<file path="src/iodsc_pkg.sv">
// Package and pin synchroniser for the I/O channel device subcontroller
`default_nettype none

package iodsc_pkg;
   // Register byte offsets
   localparam logic [3:0] REG_CTRL = 4'h0;
   localparam logic [3:0] REG_STATUS = 4'h4;
   localparam logic [3:0] REG_STATE = 4'h8;
   // Control register fields and reset values
   localparam int CTRL_FORCE_OFF_BIT = 0;
   localparam logic [31:0] CTRL_RESET = 32'h0000_0000;
   localparam logic [7:0] STATUS_RESET = 8'h00;
   // State register field positions
   localparam int ST_ONLINE_BIT = 0;
   localparam int ST_MATCH_BIT = 1;
   localparam int ST_ACTIVE_BIT = 2;
   localparam int ST_WINDOW_BIT = 3;
   localparam int ST_STATDRV_BIT = 4;
   localparam int ST_ADDRDRV_BIT = 5;
   localparam int ST_SWADDR_LSB = 8;
   // Timing: least time status stays on the data lines
   localparam int CLK_PERIOD_NS = 50;
   localparam int STAT_HOLD_NS = 150;
   localparam logic [3:0] STAT_HOLD_CYC =
      4'((STAT_HOLD_NS + CLK_PERIOD_NS - 1) / CLK_PERIOD_NS);

   // Channel inputs from the host side, all asynchronous pins
   typedef struct packed {
      logic [7:0] addr;
      logic query;
      logic ack;
      logic svc;
      logic prio_in;
      logic xfer_end;
   } iodsc_ch_in_t;

   // Switch and power inputs, also asynchronous
   typedef struct packed {
      logic offline;
      logic pwr_ok;
      logic [7:0] addr;
   } iodsc_sw_in_t;

   // Software register port
   typedef struct packed {
      logic [3:0] addr;
      logic [31:0] wdata;
      logic wr;
      logic rd;
   } iodsc_bus_t;
endpackage : iodsc_pkg

`timescale 1ns/1ns

// Three-stage pin synchroniser; output moves only when stages two and three agree
module iodsc_sync #(
   parameter int W = 1
) (
   // Clock and reset
   input wire logic mclk_i,
   input wire logic rst_i,
   // Data
   input wire logic [W-1:0] d_i,
   output logic [W-1:0] q_o
);
   logic [W-1:0] s1_reg;
   logic [W-1:0] s2_reg;
   logic [W-1:0] s3_reg;

   // Stage one feeds only stage two, so metastability never reaches a gate
   always_ff @(posedge mclk_i) begin
      if (rst_i) begin
         s1_reg <= '0;
         s2_reg <= '0;
         s3_reg <= '0;
      end else begin
         s1_reg <= d_i;
         s2_reg <= s1_reg;
         s3_reg <= s2_reg;
      end
   end

   // Per bit filter: accept a level once two stages hold it
   genvar i;
   for (i = 0; i < W; i++) begin : g_bit
      always_ff @(posedge mclk_i) begin
         if (rst_i) begin
            q_o[i] <= 1'b0;
         end else if (s2_reg[i] == s3_reg[i]) begin
            q_o[i] <= s3_reg[i];
         end
      end
   end
endmodule // iodsc_sync

`default_nettype wire

</file>
<file path="src/iodsc_top.sv">
// Channel front end for a custom device controller on the byte-wide I/O channel
//
// The register addresses and the strobed register port were chosen for this implementation.
`timescale 1ns/1ns
`default_nettype none

module iodsc_top (
   // Clock and reset
   input wire logic mclk_i,
   input wire logic rst_i,
   // Host channel pins
   input wire iodsc_pkg::iodsc_ch_in_t ch_i,
   output logic [7:0] ch_data_o,
   output logic ch_data_oe_o,
   output logic ch_prio_out_o,
   // Switches and power monitor
   input wire iodsc_pkg::iodsc_sw_in_t sw_i,
   // Controller logic side
   input wire logic dev_req_i,
   output logic [7:0] sw_addr_o,
   output logic match_o,
   output logic active_o,
   output logic window_o,
   output logic relay_on_o,
   // Software register port
   input wire iodsc_pkg::iodsc_bus_t bus_i,
   output logic [31:0] rdata_o
);
   import iodsc_pkg::*;

   localparam int SYNC_W = $bits(iodsc_ch_in_t) + $bits(iodsc_sw_in_t);

   iodsc_ch_in_t chs;
   iodsc_sw_in_t sws;
   logic [31:0] ctrl_reg;
   logic [7:0] status_reg;
   logic online_reg;
   logic match_reg;
   logic active_reg;
   logic window_reg;
   logic stat_drv_reg;
   logic addr_drv_reg;
   logic cyc_d_reg;
   logic [3:0] hold_reg;
   logic [7:0] sw_addr_reg;
   logic prio_out_reg;
   logic [7:0] data_reg;
   logic data_oe_reg;
   logic [31:0] rdata_reg;
   logic cyc;
   logic cyc_rise;
   logic online_next;
   logic win_prio;
   logic [31:0] state_word;

   // All channel, switch and power pins cross into the clock domain together
   iodsc_sync #(
      .W(SYNC_W)
   ) u_sync (
      .mclk_i(mclk_i),
      .rst_i(rst_i),
      .d_i({ch_i, sw_i}),
      .q_o({chs, sws})
   );

   // Selection cycle is either an interrupt acknowledge or a service request
   assign cyc = chs.ack | chs.svc;
   assign cyc_rise = cyc & ~cyc_d_reg;
   // Off by switch, by power loss or by software
   assign online_next = ~sws.offline & sws.pwr_ok & ~ctrl_reg[CTRL_FORCE_OFF_BIT];
   // Win when upstream grants priority and this unit wants service
   assign win_prio = online_reg & chs.prio_in & dev_req_i;

   // Software control and status byte
   always_ff @(posedge mclk_i) begin
      if (rst_i) begin
         ctrl_reg <= CTRL_RESET;
         status_reg <= STATUS_RESET;
      end else if (bus_i.wr) begin
         if (bus_i.addr == REG_CTRL) begin
            ctrl_reg <= {31'h0000_0000, bus_i.wdata[CTRL_FORCE_OFF_BIT]};
         end
         if (bus_i.addr == REG_STATUS) begin
            status_reg <= bus_i.wdata[7:0];
         end
      end
   end

   // Guard flip-flop one: on-line state, also drives the isolation relays
   always_ff @(posedge mclk_i) begin
      if (rst_i) begin
         online_reg <= 1'b0;
      end else begin
         online_reg <= online_next;
      end
   end

   // Switch copy and address match
   always_ff @(posedge mclk_i) begin
      if (rst_i) begin
         sw_addr_reg <= 8'h00;
         match_reg <= 1'b0;
      end else begin
         sw_addr_reg <= sws.addr;
         match_reg <= online_reg && (sws.addr == chs.addr);
      end
   end

   // Priority chain: pass the grant on only when this unit does not take it
   always_ff @(posedge mclk_i) begin
      if (rst_i) begin
         prio_out_reg <= 1'b0;
         cyc_d_reg <= 1'b0;
      end else begin
         cyc_d_reg <= cyc;
         // Off-line relays bypass the unit so the chain stays intact
         if (!online_reg) begin
            prio_out_reg <= chs.prio_in;
         end else begin
            prio_out_reg <= chs.prio_in & ~dev_req_i & ~active_reg;
         end
      end
   end

   // Guard flip-flop two: active after winning, held for the whole cycle
   always_ff @(posedge mclk_i) begin
      if (rst_i) begin
         active_reg <= 1'b0;
      end else if (!online_reg || !cyc) begin
         active_reg <= 1'b0;
      end else if (cyc_rise && win_prio) begin
         active_reg <= 1'b1;
      end
   end

   // Guard flip-flop three: address answer during acknowledge or service
   always_ff @(posedge mclk_i) begin
      if (rst_i) begin
         addr_drv_reg <= 1'b0;
      end else begin
         addr_drv_reg <= active_reg & cyc & online_reg;
      end
   end

   // Guard flip-flop four: transfer window, closed by end of transfer
   always_ff @(posedge mclk_i) begin
      if (rst_i) begin
         window_reg <= 1'b0;
      end else if (!online_reg || !chs.svc || chs.xfer_end) begin
         window_reg <= 1'b0;
      end else if (active_reg) begin
         window_reg <= 1'b1;
      end
   end

   // Guard flip-flop five: status on the lines for a query to this address
   // A query during a selection cycle is refused to avoid two drivers
   always_ff @(posedge mclk_i) begin
      if (rst_i) begin
         stat_drv_reg <= 1'b0;
         hold_reg <= 4'h0;
      end else if (!online_reg || cyc) begin
         stat_drv_reg <= 1'b0;
         hold_reg <= 4'h0;
      end else if (chs.query && match_reg && !stat_drv_reg) begin
         stat_drv_reg <= 1'b1;
         hold_reg <= STAT_HOLD_CYC;
      end else if (stat_drv_reg) begin
         if (hold_reg > 4'h1) begin
            hold_reg <= hold_reg - 4'h1;
         end else if (!chs.query) begin
            stat_drv_reg <= 1'b0;
            hold_reg <= 4'h0;
         end
      end
   end

   // Data line driver: address answer has priority over status
   always_ff @(posedge mclk_i) begin
      if (rst_i) begin
         data_reg <= 8'h00;
         data_oe_reg <= 1'b0;
      end else if (addr_drv_reg) begin
         data_reg <= sw_addr_reg;
         data_oe_reg <= 1'b1;
      end else if (stat_drv_reg) begin
         data_reg <= status_reg;
         data_oe_reg <= 1'b1;
      end else begin
         data_reg <= 8'h00;
         data_oe_reg <= 1'b0;
      end
   end

   // State word seen by software
   always_comb begin
      state_word = 32'h0000_0000;
      state_word[ST_ONLINE_BIT] = online_reg;
      state_word[ST_MATCH_BIT] = match_reg;
      state_word[ST_ACTIVE_BIT] = active_reg;
      state_word[ST_WINDOW_BIT] = window_reg;
      state_word[ST_STATDRV_BIT] = stat_drv_reg;
      state_word[ST_ADDRDRV_BIT] = addr_drv_reg;
      state_word[ST_SWADDR_LSB +: 8] = sw_addr_reg;
   end

   // Read data one cycle after the strobe; unmapped offsets read zero
   always_ff @(posedge mclk_i) begin
      if (rst_i) begin
         rdata_reg <= 32'h0000_0000;
      end else if (bus_i.rd) begin
         case (bus_i.addr)
            REG_CTRL: rdata_reg <= ctrl_reg;
            REG_STATUS: rdata_reg <= {24'h00_0000, status_reg};
            REG_STATE: rdata_reg <= state_word;
            default: rdata_reg <= 32'h0000_0000;
         endcase
      end else begin
         rdata_reg <= 32'h0000_0000;
      end
   end

   // Outputs come straight from flip-flops
   assign ch_data_o = data_reg;
   assign ch_data_oe_o = data_oe_reg;
   assign ch_prio_out_o = prio_out_reg;
   assign sw_addr_o = sw_addr_reg;
   assign match_o = match_reg;
   assign active_o = active_reg;
   assign window_o = window_reg;
   assign relay_on_o = online_reg;
   assign rdata_o = rdata_reg;
endmodule // iodsc_top

`default_nettype wire

</file>
<file path="config.mk">
export PLATFORM = sky130hd
export DESIGN_NAME = iodsc_top
export DESIGN_NICKNAME = d
export VERILOG_FILES = /design/src/iodsc_pkg.sv /design/src/iodsc_top.sv
export SDC_FILE = /design/constraint.sdc
export NUM_CORES = 1
export LEC_CHECK = 0
export BUFFER_PORTS_ARGS = -buffer_cell sky130_fd_sc_hd__clkbuf_2
export CELL_PAD_IN_SITES_DETAIL_PLACEMENT = 0
export CELL_PAD_IN_SITES_GLOBAL_PLACEMENT = 1
export CORE_MARGIN = 10
export CORE_UTILIZATION = 40
export DETAILED_ROUTE_END_ITERATION = 16
export HOLD_SLACK_MARGIN = 0.03
export PLACE_DENSITY_LB_ADDON = 0.12
export SYNTH_ARGS = -nofsm -noshare
export SYNTH_HDL_FRONTEND = slang
export SYNTH_HIERARCHICAL = 1
export SYNTH_SLANG_ARGS = --single-unit
</file>
<file path="constraint.sdc">
create_clock -name mclk_i -period 1.8 [get_ports mclk_i]
set_input_delay 0.18 -clock mclk_i [delete_from_list [all_inputs] [get_ports mclk_i]]
set_output_delay 0.18 -clock mclk_i [all_outputs]
set_load 0.05 [all_outputs]
</file>
==> Flow_metrics.wiki <==
{| class="wikitable"
! Metric !! Value
|-
| Routed metal-1 wirelength || just under 5000 um
|-
| Number of global-route vias before repair || 3123
|-
| Initial cell density of the core || 40.6%
|-
| Most frequent standard cell in the layout excluding fill and tap cells || dfxtp_1
|-
| Number of vias per cell after detailed routing || around 4.3
|-
| Final Wtd Congestion || 0.749
|-
| First-pass GRT wire length || roughly 15000 um
|-
| Largest net degree at the start of global routing || ~110
|-
| Highest fanout seen on the critical path || 6
|-
| # port buffers || 77
|-
| Cells on worst reg2reg path || 5
|-
| Number of maximum-capacitance violations || 0
|-
| Number of pins exceeding their max-slew limit in the final report || 0
|-
| Actual slew at the worst max-slew pin || 574 ps
|-
| Launch point of the worst hold path || bus_i[7]
|-
| Area of the die || 16900 um2
|-
| Most used cells in the layout excluding fill and tap cells || dfxtp_1 (146), nor2b_1 (78), clkbuf_2 (76)
|-
| Number of synthesized flops with an enable pin || 0
|-
| IR drop worst, VDD || 0.648 mV
|-
| Gate Count Post-Synth || 455
|-
| Clock tree from TritonCTS || yes
|-
| Overall power consumption || 0.00703 W
|-
| Distinct cells, synth || 42
|-
| Simple logic cell fraction of the synthesized area || 21.3%
|-
| Layout overhead on the synthesized area || 27.8%
|-
| Y dimension of the die || 130 um
|-
| Highest routed metal layer || met4
|-
| Proportion of register bits with asynchronous set or reset after synthesis || 0%
|-
| Library cell used as clock root buffer || clkbuf_16
|-
| Final cycle utilization of the critical path || approximately 86%
|-
| Layout Skew || 6.34 ps
|-
| Synthesized area divided by synthesized cell count || 10.7 um2
|-
| Setup TNS || 0 ps
|-
| Reg-to-Reg Start || hold_reg[0]$_SDFFE_PP0P_
|-
| DRC Markers || 0
|-
| Number of setup violations in the final report || 0
|-
| Post-synthesis share of cell area spent on xor and xnor gates || 1.44%
|-
| Slew HR || 61.7%
|-
| Clock H-tree levels || 4
|-
| Most used flip-flop cell after synthesis || dfxtp_1
|-
| Period minus WS final || 1540 ps
|-
| Critical path endpoint category || flip-flop
|-
| Fraction of layout cells with a size suffix above 1 || 20.4%
|-
| Number of storage elements in the synthesis netlist || 146
|-
| Die Wd || 130 um
|-
| Fmax || 0.648 GHz
|-
| Part of the Yosys area used for sequential elements || between 60% and 70%
|-
| Maximum buffer depth of the clock tree || 2
|-
| Met2 Wirelength || about 3700 um
|-
| Total power divided by cell area || 1130 nW/um2
|-
| Detailed router's first-iteration violation count || 148
|-
| Half-perimeter wire length of the detailed placement result || 6310 um
|-
| Global router's overall resource usage || a little under an eighth
|-
| I/O pin count || about 120
|-
| Arrival time reported for the critical path endpoint || 1830 ps
|-
| Area fraction in compound gates after synthesis || 8.15%
|-
| Cell Area, Synth || 4850 um2
|-
| Average routed wire per standard cell || approximately 13 um
|-
| Number of buffers created by CTS || 17
|-
| Number of warnings issued by yosys || 6
|-
| Share of synthesized area spent on multiplexers || 3.74%
|-
| Clock transition at path regs || 60 ps
|-
| Detailed-route via count || roughly 3200
|-
| Required time at the endpoint of the critical path || 2090 ps
|-
| Latest clock arrival within the worst-skew pair || between 400 and 500 ps
|-
| RSZ-0062 raised after global routing || no
|-
| Main combinational cell family by area after synthesis || simple AND/OR/NAND/NOR gates
|-
| Endpoint of the worst hold path || status_reg[5]$_SDFFE_PP0P_
|-
| Number of iterations in the first detailed-routing pass || 4
|-
| Area of the core || 12000 um2
|-
| Worst-case register-to-register setup slack || 260 ps
|-
| Critical path startpoint category || flip-flop
|-
| Initial antenna violation count || 0
|-
| Result of the run || finished clean
|-
| Row count || 40
|-
| Adder and majority gate portion of the synthesized area || 0.516%
|-
| Reg2reg end || hold_reg[3]$_SDFFE_PP0P_
|-
| Layout net count || 633
|-
| Met3 layer wire length in the routed design || 624 um
|-
| Start-to-end type of the worst setup path || flip-flop to flip-flop
|-
| Num Clock Sinks || between 100 and 150
|-
| Instance count along the most critical hold path || 3
|-
| Hold/Removal Path Class || primary input to flip-flop
|-
| Total Wirelength || just over 9000 um
|-
| Leak pwr || 2.46 nW
|-
| Number of failing hold endpoints at the final stage || 0
|-
| Number of antenna-violating nets in the routed design || 0
|-
| Remaining Overflow, GRT || 0
|-
| Antenna diodes || 0
|}
worst max-delay path by stage:
stage                              from                       end  slack, ps  cells past startpoint
2_1_floorplan     relay_on_o$_SDFF_PP0_  hold_reg[2]$_SDFFE_PP0P_        320                      3
3_3_place_gp   hold_reg[0]$_SDFFE_PP0P_  hold_reg[3]$_SDFFE_PP0P_        260                      5
3_5_place_dp   hold_reg[0]$_SDFFE_PP0P_  hold_reg[3]$_SDFFE_PP0P_        190                      5
4_1_cts        hold_reg[0]$_SDFFE_PP0P_  hold_reg[3]$_SDFFE_PP0P_        170                      5
5_1_grt        hold_reg[0]$_SDFFE_PP0P_  hold_reg[3]$_SDFFE_PP0P_         30                      5
6_report       hold_reg[0]$_SDFFE_PP0P_  hold_reg[3]$_SDFFE_PP0P_        260                      5
report_power, final:
part / internal [W] / switching (W)
clock network: 0.00214 / 0.00128
logic: 0.000130 / 0.000169
registers: 0.00330 / 0.0000238
Yosys cell counts, types with 2 or more instances:
cell type,number,share of area [%]
mux2i_1,17,3.5
clkbuf_1,3,0.23
nand2b_1,20,2.6
o21ai_0,27,2.8
xnor2_1,7,1.3
nor2b_1,78,10
nor2_1,19,1.5
nand2_1,26,2.0
dfxtp_1,146,60
nor4b_1,4,0.72
nor3_1,2,0.21
a21oi_1,26,2.7
a2111oi_0,2,0.36
ha_1,2,0.52
a22oi_1,6,0.93
and2_1,10,1.3
buf_2,12,1.2
inv_1,6,0.46
and3b_1,3,0.54
buf_4,17,2.6
cells by family after synthesis:
| logic type | count (synthesis) |
|---|---|
| adder cells (fa/ha/maj) | 2 |
| AND/OR/NAND/NOR | 173 |
| buffers and inverters | 38 |
| other | 1 |
| XOR/XNOR | 8 |
| multiplexers | 18 |
| AO/OA/AOI/OAI | 69 |
| flip-flops | 146 |
critical path, cell delays in order (launching register included):
cell,delay (ps)
dfxtp_1,400
inv_1,60
ha_1,230
nor2_4,150
o311ai_0,140
a2111oi_1,440
area by class of cell:
cell class                 instances  area (um2)
clock buffer                      22         474
tap                              147         184
timing repair buffer             110         721
multi-input combinational        286        1770
fill                            1054        5760
sequential                       146        2920
clock inverter                     9         106
inverter                           6        22.5
stage by stage:
step | setup WS [ps] | hold slack, ps | instances | util, % | cell area (um2)
2_1_floorplan | 319 | 308 | 470 | - | 4910
3_3_place_gp | 259 | 390 | 666 | 44.5 | 5320
3_5_place_dp | 193 | 392 | 666 | 44.5 | 5320
4_1_cts | 171 | 43.6 | 726 | 51.8 | 6190
5_1_grt | 30.5 | 84.4 | 726 | 51.9 | 6200
6_report | 257 | 63.6 | 726 | 51.9 | 6200
layer usage:
metal  vias up  track usage, %
met2        83            16.1
met4         0            5.69
li1       1697               -
met5         -               0
met3        12            4.83
met1      1366            14.6
timing repair:
action                     4_1_cts  5_1_grt
hold endpoints to repair        29        0
hold buffers                    29        0
resized for setup                0        3
buffers inserted                 0        0
setup endpoints to repair        0        1
Note: power is estimated with default switching activity, not from simulation.
